--- config.mk ---
export PLATFORM = sky130hd
export DESIGN_NAME = rdq_qualifier
export DESIGN_NICKNAME = d
export VERILOG_FILES = /design/src/verilog/rdq_pkg.sv /design/src/verilog/rdq_qualifier.sv
export SDC_FILE = /design/constraint.sdc
export NUM_CORES = 1
export LEC_CHECK = 0
export BUFFER_PORTS_ARGS = -buffer_cell sky130_fd_sc_hd__buf_4
export CAP_MARGIN = 20
export CORE_MARGIN = 2
export CORE_UTILIZATION = 60
export DETAILED_ROUTE_END_ITERATION = 8
export PLACE_DENSITY = 0.84
export SLEW_MARGIN = 0
export SYNTH_ARGS = -nofsm -noshare
export SYNTH_HDL_FRONTEND = slang
export SYNTH_SLANG_ARGS = --single-unit
--- constraint.sdc ---
create_clock -name MCLK_I -period 4.15 [get_ports MCLK_I]
set_clock_uncertainty 0.1 [all_clocks]
set_input_delay 1.0375 -clock MCLK_I [delete_from_list [all_inputs] [get_ports MCLK_I]]
set_output_delay 1.0375 -clock MCLK_I [all_outputs]
set_load 0.05 [all_outputs]
--- src/verilog/rdq_pkg.sv ---
`default_nettype none
// ************************************************************
// Shared constants of the receive data qualifier
// ************************************************************
package rdq_pkg;
   // Register byte addresses
   localparam logic [7:0] RDQ_ADDR_CTRL   = 8'h00; // Receive control word
   localparam logic [7:0] RDQ_ADDR_RATE   = 8'h04; // Rate setting word
   localparam logic [7:0] RDQ_ADDR_THRESH = 8'h08; // Quality and strength threshold word
   localparam logic [7:0] RDQ_ADDR_SYNC   = 8'h0c; // Programmable sync byte word
   localparam logic [7:0] RDQ_ADDR_STATUS = 8'h10; // Status word, read only
   // Control word fields
   localparam int RDQ_C_RXEN  = 0; // Receiver enabled
   localparam int RDQ_C_DIG   = 1; // Digital filtering selected
   localparam int RDQ_C_FIFO  = 2; // Receive fifo in use
   localparam int RDQ_C_VDEN  = 3; // Valid data indicator enabled
   localparam int RDQ_C_RESP  = 4; // Response mode, two bits
   localparam int RDQ_C_CRM   = 6; // Clock recovery mode, two bits
   localparam int RDQ_C_WORD  = 8; // Word length sync pattern
   localparam int RDQ_C_TX    = 9; // Transmit mode
   localparam int RDQ_C_W     = 10;
   // Rate word fields
   localparam int RDQ_R_PRE   = 8; // Prescaler enable
   localparam int RDQ_R_W     = 9;
   // Status word fields
   localparam int RDQ_S_QOK   = 7; // Quality ok bit
   localparam int RDQ_S_ANT   = 8; // Antenna strength bit
   // Reset values
   localparam logic [RDQ_C_W-1:0] RDQ_CTRL_RST = 10'h000;
   localparam logic [RDQ_R_W-1:0] RDQ_RATE_RST = 9'h000;
   localparam logic [7:0]         RDQ_SYNC_RST = 8'hd4;
   localparam logic [5:0]         RDQ_THR_RST  = 6'h05;
   // Fixed upper sync byte
   localparam logic [7:0] RDQ_SYNC_HIGH = 8'h2d;
   // Filter ticks per data bit and prescale factor
   localparam logic [4:0] RDQ_BIT_TICKS = 5'd29;
   localparam logic [4:0] RDQ_HALF_BIT  = 5'd14;
   localparam logic [6:0] RDQ_PRESCALE  = 7'd64;
   // Quality measure and lock figures
   localparam logic [2:0] RDQ_Q_MAX      = 3'd7;
   localparam logic [2:0] RDQ_GOOD_BITS  = 3'd5;
   localparam logic [3:0] RDQ_RUN_MAX    = 4'd8;
   localparam logic [4:0] RDQ_LOCK_WIN   = 5'd3;
   localparam logic [2:0] RDQ_LOCK_EDGES = 3'd4;
   localparam logic [2:0] RDQ_STR_RSVD   = 3'd6;
   // Valid indicator response modes
   typedef enum logic [1:0] {
      RDQ_RESP_DEFAULT = 2'b00,
      RDQ_RESP_SLOW    = 2'b01,
      RDQ_RESP_MEDIUM  = 2'b10,
      RDQ_RESP_FAST    = 2'b11
   } rdq_resp_type;
   // Clock recovery modes
   typedef enum logic [1:0] {
      RDQ_CR_AUTO = 2'b00,
      RDQ_CR_FAST = 2'b01,
      RDQ_CR_SLOW = 2'b10
   } rdq_cr_type;
endpackage : rdq_pkg
`default_nettype wire

--- src/verilog/rdq_qualifier.sv ---
// What this block does
// Digital filter ticks at 29 times data rate
// Recovered clock loads fifo or drives pin
// Analog mode bypasses fifo, no recovered clock
// Rate divider with optional prescaler
// Clock recovery slow, fast and automatic modes
// Quality high after five good bits
// Quality indicator works only while receiving
// Host keeps quality threshold at most seven
// Indicator disabled passes raw comparator data
// Default mode holds indicator high
// Slow mode: set all three, clear none
// Medium mode: lock and strength or quality
// Fast mode tracks quality indicator
// Indicator usable with fifo and on pin
// Sync pattern: fixed high, programmable low
// Byte or word length sync match
// Strength flag set above programmed threshold
// Threshold codes six and seven reserved
// Strength result gates quality ok bit
// Bit eight: antenna or strength by mode
// Configuration takes effect next clock
`timescale 1ns/1ps
`default_nettype none
module rdq_qualifier (
   // Clock and reset
   input  wire logic                 MCLK_I,
   input  wire logic                 SYS_RST_I,
   // Apb slave
   input  wire logic                 PSEL_I,
   input  wire logic                 PENABLE_I,
   input  wire logic                 PWRITE_I,
   input  wire logic [7:0]           PADDR_I,
   input  wire logic [31:0]          PWDATA_I,
   output logic      [31:0]          PRDATA_O,
   output logic                      PREADY_O,
   output logic                      PSLVERR_O,
   // Receive front end
   input  wire logic                 DEMOD_I,
   input  wire logic [2:0]           STRENGTH_LEVEL_I,
   input  wire logic                 ANT_STRONG_I,
   // Data and indicators
   output logic                      RX_DATA_O,
   output logic                      RECOVERED_CLOCK_PIN_O,
   output logic                      FIFO_LOAD_O,
   output logic                      FIFO_BIT_O,
   output logic                      VALID_DATA_INDICATOR_O,
   output logic                      QUALITY_INDICATOR_O,
   output logic                      SYNC_FOUND_O
);
   import rdq_pkg::*;

   // ************************************************************
   // Configuration registers
   // ************************************************************
   logic [RDQ_C_W-1:0] ctrl;             // Receive control word
   logic [RDQ_R_W-1:0] rate;             // Rate setting word
   logic [5:0]         thresh;           // Quality and strength thresholds
   logic [7:0]         sync_low_byte;    // Programmable sync byte
   wire  rx_en   = ctrl[RDQ_C_RXEN];
   wire  dig     = ctrl[RDQ_C_DIG];
   wire  fifo_en = ctrl[RDQ_C_FIFO];
   wire  vd_en   = ctrl[RDQ_C_VDEN];
   wire  rdq_resp_type resp = rdq_resp_type'(ctrl[RDQ_C_RESP +: 2]);
   wire  rdq_cr_type   crm  = rdq_cr_type'(ctrl[RDQ_C_CRM +: 2]);
   wire  [2:0] quality_threshold      = thresh[2:0];
   wire  [2:0] strength_threshold_sel = thresh[5:3];

   // Apb decode
   wire  setup   = PSEL_I & ~PENABLE_I;
   wire  wr_acc  = PSEL_I & PENABLE_I & PWRITE_I & PREADY_O;
   wire  hit_c   = (PADDR_I == RDQ_ADDR_CTRL);
   wire  hit_r   = (PADDR_I == RDQ_ADDR_RATE);
   wire  hit_t   = (PADDR_I == RDQ_ADDR_THRESH);
   wire  hit_y   = (PADDR_I == RDQ_ADDR_SYNC);
   wire  hit_s   = (PADDR_I == RDQ_ADDR_STATUS);
   wire  mapped  = hit_c | hit_r | hit_t | hit_y | hit_s;
   // Status is read only, a write to it is an error
   wire  bad     = ~mapped | (hit_s & PWRITE_I);

   // ************************************************************
   // Strength comparator and status word
   // ************************************************************
   logic strength_flag;                  // Digital strength result
   logic sync_found;                     // Sync pattern seen
   logic quality_indicator;              // Quality state
   logic recovery_lock;                  // Clock recovery lock
   logic valid_ind;                      // Valid data indicator state
   // Reserved codes never report a signal above threshold
   wire  str_hit = (strength_threshold_sel < RDQ_STR_RSVD) &
                   (STRENGTH_LEVEL_I > strength_threshold_sel);
   wire  quality_ok_bit      = quality_indicator & strength_flag;
   wire  antenna_strength_bit = ctrl[RDQ_C_TX] ? ANT_STRONG_I
                                               : strength_flag;
   wire  [31:0] status_word = {17'h00000, valid_ind, sync_found,
                               recovery_lock, strength_threshold_sel,
                               antenna_strength_bit, quality_ok_bit,
                               quality_indicator, strength_flag, 5'h00};
   wire  [31:0] rd_mux = hit_c ? {22'h000000, ctrl} :
                         hit_r ? {23'h000000, rate} :
                         hit_t ? {26'h0000000, thresh} :
                         hit_y ? {24'h000000, sync_low_byte} :
                         hit_s ? status_word : 32'h00000000;

   // Bus answer one cycle after setup, no wait states
   always_ff @(posedge MCLK_I) begin
      if (SYS_RST_I) begin
         PREADY_O  <= 1'b0;
         PSLVERR_O <= 1'b0;
         PRDATA_O  <= 32'h00000000;
      end else begin
         PREADY_O  <= setup;
         PSLVERR_O <= setup & bad;
         PRDATA_O  <= (setup & ~PWRITE_I) ? rd_mux : 32'h00000000;
      end
   end

   // Register writes land at the access edge, used from the next clock
   always_ff @(posedge MCLK_I) begin
      if (SYS_RST_I) begin
         ctrl          <= RDQ_CTRL_RST;
         rate          <= RDQ_RATE_RST;
         thresh        <= RDQ_THR_RST;
         sync_low_byte <= RDQ_SYNC_RST;
      end else if (wr_acc) begin
         if (hit_c) ctrl <= PWDATA_I[RDQ_C_W-1:0];
         else if (hit_r) rate <= PWDATA_I[RDQ_R_W-1:0];
         else if (hit_t) thresh <= PWDATA_I[5:0];
         else if (hit_y) sync_low_byte <= PWDATA_I[7:0];
      end
   end

   // ************************************************************
   // Filter tick generator
   // ************************************************************
   logic [13:0] div_cnt;                 // Clocks until next tick
   logic        tick;                    // One pulse per filter period
   // Prescaler stretches the period 64 times for low rates
   wire  [13:0] div_load = rate[RDQ_R_PRE] ?
                           14'((rate[7:0] + 14'd1) * RDQ_PRESCALE) - 14'd1 :
                           14'(rate[7:0]);
   wire  run_dig = rx_en & dig;

   // Tick rate is 29 times the data rate
   always_ff @(posedge MCLK_I) begin
      if (SYS_RST_I || !run_dig) begin
         div_cnt <= 14'h0000;
         tick    <= 1'b0;
      end else if (div_cnt == 14'h0000) begin
         div_cnt <= div_load;
         tick    <= 1'b1;
      end else begin
         div_cnt <= div_cnt - 14'd1;
         tick    <= 1'b0;
      end
   end

   // ************************************************************
   // Clock recovery
   // ************************************************************
   logic       d_q;                      // Data at last tick
   logic [4:0] phase;                    // Position inside a bit
   logic [2:0] lock_cnt;                 // Aligned edges seen
   wire  edge_seen = tick & (DEMOD_I != d_q);
   wire  near_zero = (phase <= RDQ_LOCK_WIN) |
                     (phase >= RDQ_BIT_TICKS - RDQ_LOCK_WIN);
   // Auto mode settles fast, then holds steady once locked
   wire  fast_cr   = (crm == RDQ_CR_FAST) |
                     ((crm == RDQ_CR_AUTO) & ~recovery_lock);
   wire  [4:0] ph_inc = (phase == RDQ_BIT_TICKS - 5'd1) ? 5'd0 : phase + 5'd1;
   // Slow mode nudges one step per edge: better noise immunity
   wire  [4:0] ph_slow = (phase == 5'd0) ? 5'd1 :
                         (phase <= RDQ_HALF_BIT) ? phase :
                         (ph_inc == RDQ_BIT_TICKS - 5'd1) ? 5'd0 :
                         (ph_inc == 5'd0) ? 5'd1 : ph_inc + 5'd1;
   wire  sample = tick & (phase == RDQ_HALF_BIT);

   always_ff @(posedge MCLK_I) begin
      if (SYS_RST_I || !run_dig) begin
         d_q      <= 1'b0;
         phase    <= 5'd0;
         lock_cnt <= 3'd0;
         recovery_lock <= 1'b0;
      end else if (tick) begin
         d_q <= DEMOD_I;
         if (edge_seen) begin
            phase <= fast_cr ? 5'd1 : ph_slow;
            if (!near_zero) begin
               lock_cnt      <= 3'd0;
               recovery_lock <= 1'b0;
            end else if (lock_cnt == RDQ_LOCK_EDGES) begin
               recovery_lock <= 1'b1;
            end else begin
               lock_cnt <= lock_cnt + 3'd1;
            end
         end else begin
            phase <= ph_inc;
         end
      end
   end

   // ************************************************************
   // Data quality indicator
   // ************************************************************
   logic [4:0] sub;                      // Ticks into current bit
   logic [3:0] nb;                       // Whole bits in current run
   logic [2:0] good_bits;                // Good bits in a row
   logic       seen_hi;                  // A good high run seen
   logic       seen_lo;                  // A good low run seen
   // Timing error of a run end against the bit grid
   wire  [4:0] err   = (sub <= RDQ_HALF_BIT) ? sub : RDQ_BIT_TICKS - sub;
   wire  [3:0] bits  = (sub <= RDQ_HALF_BIT) ? nb : nb + 4'd1;
   wire  [2:0] qval  = (err >= 5'(RDQ_Q_MAX)) ? 3'd0 : RDQ_Q_MAX - err[2:0];
   wire  run_good    = (bits != 4'd0) & (bits <= RDQ_RUN_MAX) &
                       (qval > quality_threshold);
   wire  [3:0] gsum  = 4'(good_bits) + bits;
   wire  run_long    = (nb > RDQ_RUN_MAX);

   always_ff @(posedge MCLK_I) begin
      if (SYS_RST_I || !run_dig) begin
         sub <= 5'd0;
         nb  <= 4'd0;
         good_bits <= 3'd0;
         seen_hi   <= 1'b0;
         seen_lo   <= 1'b0;
         quality_indicator <= 1'b0;
      end else if (edge_seen) begin
         sub <= 5'd0;
         nb  <= 4'd0;
         if (run_good) begin
            good_bits <= (gsum >= 4'(RDQ_GOOD_BITS)) ? RDQ_GOOD_BITS : gsum[2:0];
            seen_hi   <= seen_hi | d_q;
            seen_lo   <= seen_lo | ~d_q;
            // Both polarities must have passed before the flag rises
            if (gsum >= 4'(RDQ_GOOD_BITS) && (seen_hi | d_q) && (seen_lo | ~d_q))
               quality_indicator <= 1'b1;
         end else begin
            good_bits <= 3'd0;
            seen_hi   <= 1'b0;
            seen_lo   <= 1'b0;
            quality_indicator <= 1'b0;
         end
      end else if (tick) begin
         if (sub == RDQ_BIT_TICKS - 5'd1) begin
            sub <= 5'd0;
            if (!run_long) nb <= nb + 4'd1;
         end else begin
            sub <= sub + 5'd1;
         end
         // A stuck line is no longer a valid signal
         if (run_long) begin
            good_bits <= 3'd0;
            quality_indicator <= 1'b0;
         end
      end
   end

   // ************************************************************
   // Valid data indicator and strength flag
   // ************************************************************
   wire  qual_any  = strength_flag | quality_indicator;
   wire  all_three = strength_flag & quality_indicator & recovery_lock;
   wire  none_hi   = ~strength_flag & ~quality_indicator & ~recovery_lock;
   logic next_valid;                     // Indicator for next clock
   always_comb begin
      next_valid = valid_ind;
      case (resp)
         RDQ_RESP_DEFAULT: next_valid = 1'b1;
         RDQ_RESP_SLOW: begin
            if (all_three) next_valid = 1'b1;
            else if (none_hi) next_valid = 1'b0;
         end
         RDQ_RESP_MEDIUM: next_valid = recovery_lock & qual_any;
         RDQ_RESP_FAST:   next_valid = quality_indicator;
         default:         next_valid = 1'b1;
      endcase
   end

   always_ff @(posedge MCLK_I) begin
      if (SYS_RST_I) begin
         valid_ind     <= 1'b1;
         strength_flag <= 1'b0;
      end else begin
         valid_ind     <= next_valid;
         strength_flag <= rx_en & str_hit;
      end
   end

   // ************************************************************
   // Sync pattern matcher
   // ************************************************************
   logic [15:0] shreg;                   // Last sixteen sampled bits
   wire  [15:0] shn   = {shreg[14:0], DEMOD_I};
   wire  byte_hit     = (shn[7:0] == sync_low_byte);
   wire  word_hit     = (shn == {RDQ_SYNC_HIGH, sync_low_byte});
   wire  pat_hit      = ctrl[RDQ_C_WORD] ? word_hit : byte_hit;

   // Found flag is sticky until the receiver is switched off or set to analog mode
   always_ff @(posedge MCLK_I) begin
      if (SYS_RST_I || !run_dig) begin
         shreg      <= 16'h0000;
         sync_found <= 1'b0;
      end else if (sample) begin
         shreg <= shn;
         if (pat_hit) sync_found <= 1'b1;
      end
   end

   // ************************************************************
   // Output stage
   // ************************************************************
   // Raw comparator data when the indicator is off, else gated
   wire  data_q  = vd_en ? (DEMOD_I & valid_ind) : DEMOD_I;
   wire  rec_clk = (phase > RDQ_HALF_BIT);
   always_ff @(posedge MCLK_I) begin
      if (SYS_RST_I) begin
         RX_DATA_O              <= 1'b0;
         RECOVERED_CLOCK_PIN_O  <= 1'b0;
         FIFO_LOAD_O            <= 1'b0;
         FIFO_BIT_O             <= 1'b0;
         VALID_DATA_INDICATOR_O <= 1'b1;
         QUALITY_INDICATOR_O    <= 1'b0;
         SYNC_FOUND_O           <= 1'b0;
      end else begin
         RX_DATA_O <= rx_en & data_q;
         // Pin shows the recovered clock only when the fifo is idle
         RECOVERED_CLOCK_PIN_O <= run_dig & ~fifo_en & rec_clk;
         FIFO_LOAD_O <= sample & fifo_en & (~vd_en | valid_ind);
         FIFO_BIT_O  <= sample ? DEMOD_I : FIFO_BIT_O;
         VALID_DATA_INDICATOR_O <= next_valid;
         QUALITY_INDICATOR_O    <= quality_indicator;
         SYNC_FOUND_O           <= sync_found;
      end
   end
endmodule : rdq_qualifier
`default_nettype wire

# Yosys cells after proc, flatten, opt, wreduce, memory -nomap -nowiden
# Cells that the tools add are included.
# classes
addsub,11
magnitude_cmp,12
n_eq_ne,21
n_mux,41
bitwise,52
n_reduce_logical,28
# op_table
cell,count
$mux 10,5
$mux 5,9
$mux 14,2
$sub 14x1->14 const B,2
$and 1x1->1,26
$mux 3,8
$eq 16x14->1,1
$eq 8x4->1 const B,2
$add 5x1->5 const B,3
$eq 5x5->1 const B,3
$mux 1,15
$not 1->1,15
$reduce_and 3->1,5
$logic_not 14->1,1
$or 1x1->1,11
$le 5x4->1 const B,2
$logic_not 5->1,2
$add 8x1->8 const B,1
$eq 8x3->1 const B,1
$eq 8x5->1 const B,1
$eq 8x8->1,1
$logic_not 8->1,1
$reduce_and 2->1,4
$reduce_or 7->1,1
36 further kinds,43
# totals
regBits,131
inputBits,50
output_inout_bits,41
word_cells,196

# Longest topological paths before layout
# depth
word_depth,9
depth_mapped,13
mapped_depth_nobuf,13

# Worst setup path before layout
# Ideal clock, no wire load.
# synth_timing
path_type,input port to flip-flop
startpoint,input port PADDR_I[1]
endpoint,register sync_low_byte[2]
setup_time_ns,0.120
t_arrival_ns,2.707
setup_slack_ns,1.223
stages,5
n_path_buf,1
cell_sequence,or4_1 -> nor3_1 -> nand4_1 -> clkbuf_1 -> a211o_1
# synth_between
elab_chain_len,3
word_cells_on_any_way,8
cone_classes,3 x eq/ne; 3 x bitwise; 2 x reduce/logical
# synth_rtl
item,line_no,rtl
from (decl),rdq_qualifier.sv:33,"input wire logic [7:0] PADDR_I,"
"$eq 8x4->1, or another cell as far along",rdq_qualifier.sv:74,wire hit_t = (PADDR_I == RDQ_ADDR_THRESH);
$not 1->1 (no source line),--,
$reduce_and 5->1 (no source line) (*),--,
to (signal assigned),rdq_qualifier.sv:129,else if (hit_y) sync_low_byte <= PWDATA_I[7:0];
to (decl),rdq_qualifier.sv:59,logic [7:0] sync_low_byte;
# Every way passes the cells marked *; elsewhere a longest branch is shown, timed or not.
# A chain may end at the register's enable or synchronous reset.

# Worst setup path after layout
# layout_timing
startpoint,input port PADDR_I[1]
endpoint,register ctrl[9]
# layout_between
elab_chain_len,2
# layout_rtl
item,line_no,rtl
$logic_not 8->1,rdq_qualifier.sv:72,wire hit_c = (PADDR_I == RDQ_ADDR_CTRL);
$reduce_and 2->1 (no source line),--,
to (signal assigned),rdq_qualifier.sv:126,if (hit_c) ctrl <= PWDATA_I[RDQ_C_W-1:0];
to (decl),rdq_qualifier.sv:56,logic [RDQ_C_W-1:0] ctrl;
# Every way passes these cells.

==> results.toml <==
[outcome]
status = "completed"

[routing]
drcViolationCount = 0
via_count = 5347
postRouteWirelength_um = 15000
final_antenna_net_count = 0
vias_per_cell = 5.95
drtIter0Drc = 542
wl_per_cell_um = 16.7
first_pass_iters = 6

[layout]
fillCellCount = 707
finalInstanceArea_sq_um = 6930
final_nets = 827
multi_input_area_sq_um = 3300
area_growth_syn_to_layout_pct = 16.6
layout-drive-gt1-share_pct = 11.9
diodes = 0
seqCellArea_sq_um = 2280

[worst_setup_path]
cp_slowest_cell = "and3_1"
startpoint_type = "input port"
crit_required_ns = 4.44
crit_buf_inv = 1
cp-end-kind = "flop"
slowest_delay_ns = 0.72
critPathTopFamily = "simple AND/OR/NAND/NOR gates"
crit_chain = "buf_4, or4_1, nor3_1, and3_1, mux2i_1, nor2_1"
cp_data_arrival_time_ns = 3.27
critical_path_class = "input port to flop"
path_max_fanout = 10

[sta]
setup_violations = 0
tns_ns = 0
max_freq_mhz = 336
fin_crit_sh_pct = 71.8
min_period_ns = 2.98
worst_pin_slew_ns = 0.938
slew_headroom_pct = 37.3
holdWs_ns = 0.355
hold_viol = 0
slew_violations = 0
grt_setup_unrepaired = "false"

[power]
vdd_ir_drop_max_mv = 0.315
sw_frac_of_total_pct = 20.6
p_int_mw = 2.19
clkPwrFrac_pct = 56.7
total_power_mw = 2.76
seqPwrFrac_pct = 39.8
power.density_nw_per_um2 = 398
combPwrFrac_pct = 3.5
power_switching_mw = 0.568
p_leak_nw = 2.79

[cts]
cts_resized = 0
post-cts-setup-buffers = 0
cts_root_buf = "clkbuf_8"
cts_tree = "done"
cts.path.max_buffers = 2
clock_latency_ns = 0.53
numCtsBuffers = 17
cts_hold_buf = 0
clk_pin_slew_ns = 0.05
htree_num_levels = 4
cts.sinks = 114

[synth]
synth_fa_ha_area_share_pct = 5.35
post_synth_and_or_nand_nor_area_fraction_pct = 21.2
async_flop_share_pct = 0
ys_seq_elements = 114
synth_warnings = 0
muxShareOfSynthArea_pct = 5.92
netlist_instances = 720
synth_edf_count = 0
synth_compound_area_share_pct = 16.1
synth_top_family_by_area = "simple AND/OR/NAND/NOR gates"
ys_seq_area_share_pct = 38.4
synth.distinct_cells = 61
synth-xor-area-share_pct = 5.98
synth_area_sq_um = 5940
avgSynthCellArea_sq_um = 8.25
synthFlopType = "dfxtp_1"

[min_path]
hp-class = "flop to flop"

[placed_design]
place.gp.congestion = 0.996
port_buffers = 51
dp_hpwl_um = 9950
dpl-instance-area_sq_um = 6290

[floorplan]
core_sq_um = 9680
dieHeight_um = 104
core.rowCount = 36
die-width_um = 104
die_area_sq_um = 10700
pin_count = 91
start_util_pct = 61.4

[grt]
grt_pass1_vias = 5228
track_usage_pct = 28.9
antenna_found_initial = 0
grt-ovfl-total = 0
grt_max_degree = 41
grt_pass1_wl_um = 25200

[job]
max_cap_violations = 0
## metal layers
metal	global-route usage [%]	share of wire, %	wire length (um)	up-vias
li1	-	-	-	2545
met1	33.6	39	5860	2534
met2	50.6	52	7740	231
met3	7.43	7.1	1070	37
met4	12.1	2.3	340	0
met5	0	0	0	-
## cell usage in the layout (no fill, tap or decap), drive strengths merged, types with 23 or more instances in the layout
master  instances
nor2           99
inv            37
clkbuf         24
buf            53
dfxtp         114
nor3           24
mux2i          34
a21oi          47
ha             23
nand2          62
o21ai          24
## worst reg2reg max path, cell delays in order, from the launching register on
cell and delay [ns]:
dfxtp_1 0.37, ha_1 0.27, a31oi_1 0.29, xnor2_1 0.20, ha_1 0.22, inv_1 0.06, fa_1 0.37, xnor2_1 0.20
a21oi_1 0.11, or3_1 0.35, a221oi_1 0.25
## final cells by class
type / instances / share of cell area (%)
Sequential cell: 114 / 32.9
Multi-Input combinational cell: 529 / 47.7
Inverter: 37 / 2.00
Tap cell: 133 / 2.40
Clock buffer: 23 / 6.59
Clock inverter: 9 / 2.56
Timing Repair Buffer: 54 / 5.81
## per-stage QoR
step                util [%]  worst slack (ns)  instances
floorplan                  -              1.22        736
global placement        64.9             0.776        866
detailed placement      64.9             0.675        866
CTS                     71.5              1.21        898
global route            71.6              1.06        899
finish                  71.6              1.17        899
## Yosys cell counts (all sizes together), types with 2 or more instances
| master | number | area share, % |
|---|---|---|
| a2111oi | 4 | 0.59 |
| xnor2 | 20 | 2.9 |
| or3 | 7 | 0.74 |
| nor2b | 12 | 1.3 |
| xor2 | 18 | 2.7 |
| a31oi | 7 | 0.74 |
| o2111ai | 2 | 0.29 |
| or4 | 3 | 0.38 |
| nand4 | 5 | 0.53 |
| nor3b | 3 | 0.38 |
| buf | 23 | 2.6 |
| clkbuf | 33 | 2.1 |
| ha | 23 | 4.8 |
| mux2i | 34 | 5.7 |
| and4 | 3 | 0.44 |
| o211ai | 7 | 0.88 |
| and3 | 6 | 0.63 |
| a22oi | 6 | 0.76 |
| a31o | 3 | 0.44 |
| o41ai | 3 | 0.44 |
| a21boi | 4 | 0.51 |
| nor2 | 99 | 6.3 |
| nand2b | 6 | 0.63 |
| nor3 | 24 | 2.1 |
| a32oi | 2 | 0.29 |
| a21o | 3 | 0.38 |
| a21oi | 47 | 4.0 |
| and2 | 6 | 0.63 |
| nand2 | 62 | 3.9 |
| inv | 37 | 2.3 |
| and4b | 2 | 0.34 |
| a211oi | 14 | 1.8 |
| o21ai | 24 | 2.0 |
| dfxtp | 114 | 38 |
| nand3b | 3 | 0.44 |
| nand3 | 16 | 1.3 |
| or2 | 2 | 0.21 |
| a211o | 7 | 1.0 |
| nor4 | 5 | 0.53 |
| a221oi | 3 | 0.44 |
| o211a | 2 | 0.34 |
## kinds of logic after synthesis
| kind of cell | count (synthesis) |
|---|---|
| simple gates | 267 |
| compound gates | 146 |
| flops | 114 |
| buf+inv | 93 |
| xor+xnor | 39 |
| mux | 35 |
| fa+ha+maj | 25 |
| other cells | 1 |
## power groups by stage
stage,logic (mW),clock network (mW),registers (mW)
floorplan,0.0714,0,1.12
global placement,0.0920,0,1.12
detailed placement,0.0930,0,1.12
CTS,0.0954,1.57,1.10
global route,0.102,1.62,1.10
finish,0.0971,1.56,1.10
## final timing paths
path | start | end | slack [ns] | cells past startpoint
hold / removal | shreg[14]$_SDFFE_PP0P_ | shreg[14]$_SDFFE_PP0P_ | 0.36 | 2
setup reg to reg | sub[2]$_SDFFE_PP0P_ | quality_indicator$_SDFFE_PP0P_ | 1.26 | 10
setup / recovery | PADDR_I[1] | ctrl[9]$_SDFFE_PP0P_ | 1.17 | 6
hold reg to reg | shreg[14]$_SDFFE_PP0P_ | shreg[14]$_SDFFE_PP0P_ | 0.36 | 2
## flip-flops by register name (all words and copies together), names as in the netlist, 4 cells and up
| name | cells |
|---|---|
| nb | 4 |
| thresh | 6 |
| div_cnt | 14 |
| phase | 5 |
| sync_low_byte | 8 |
| rate | 9 |
| shreg | 15 |
| PRDATA_O | 15 |
| ctrl | 10 |
| sub | 5 |
Power figures use the tool's default switching activity.
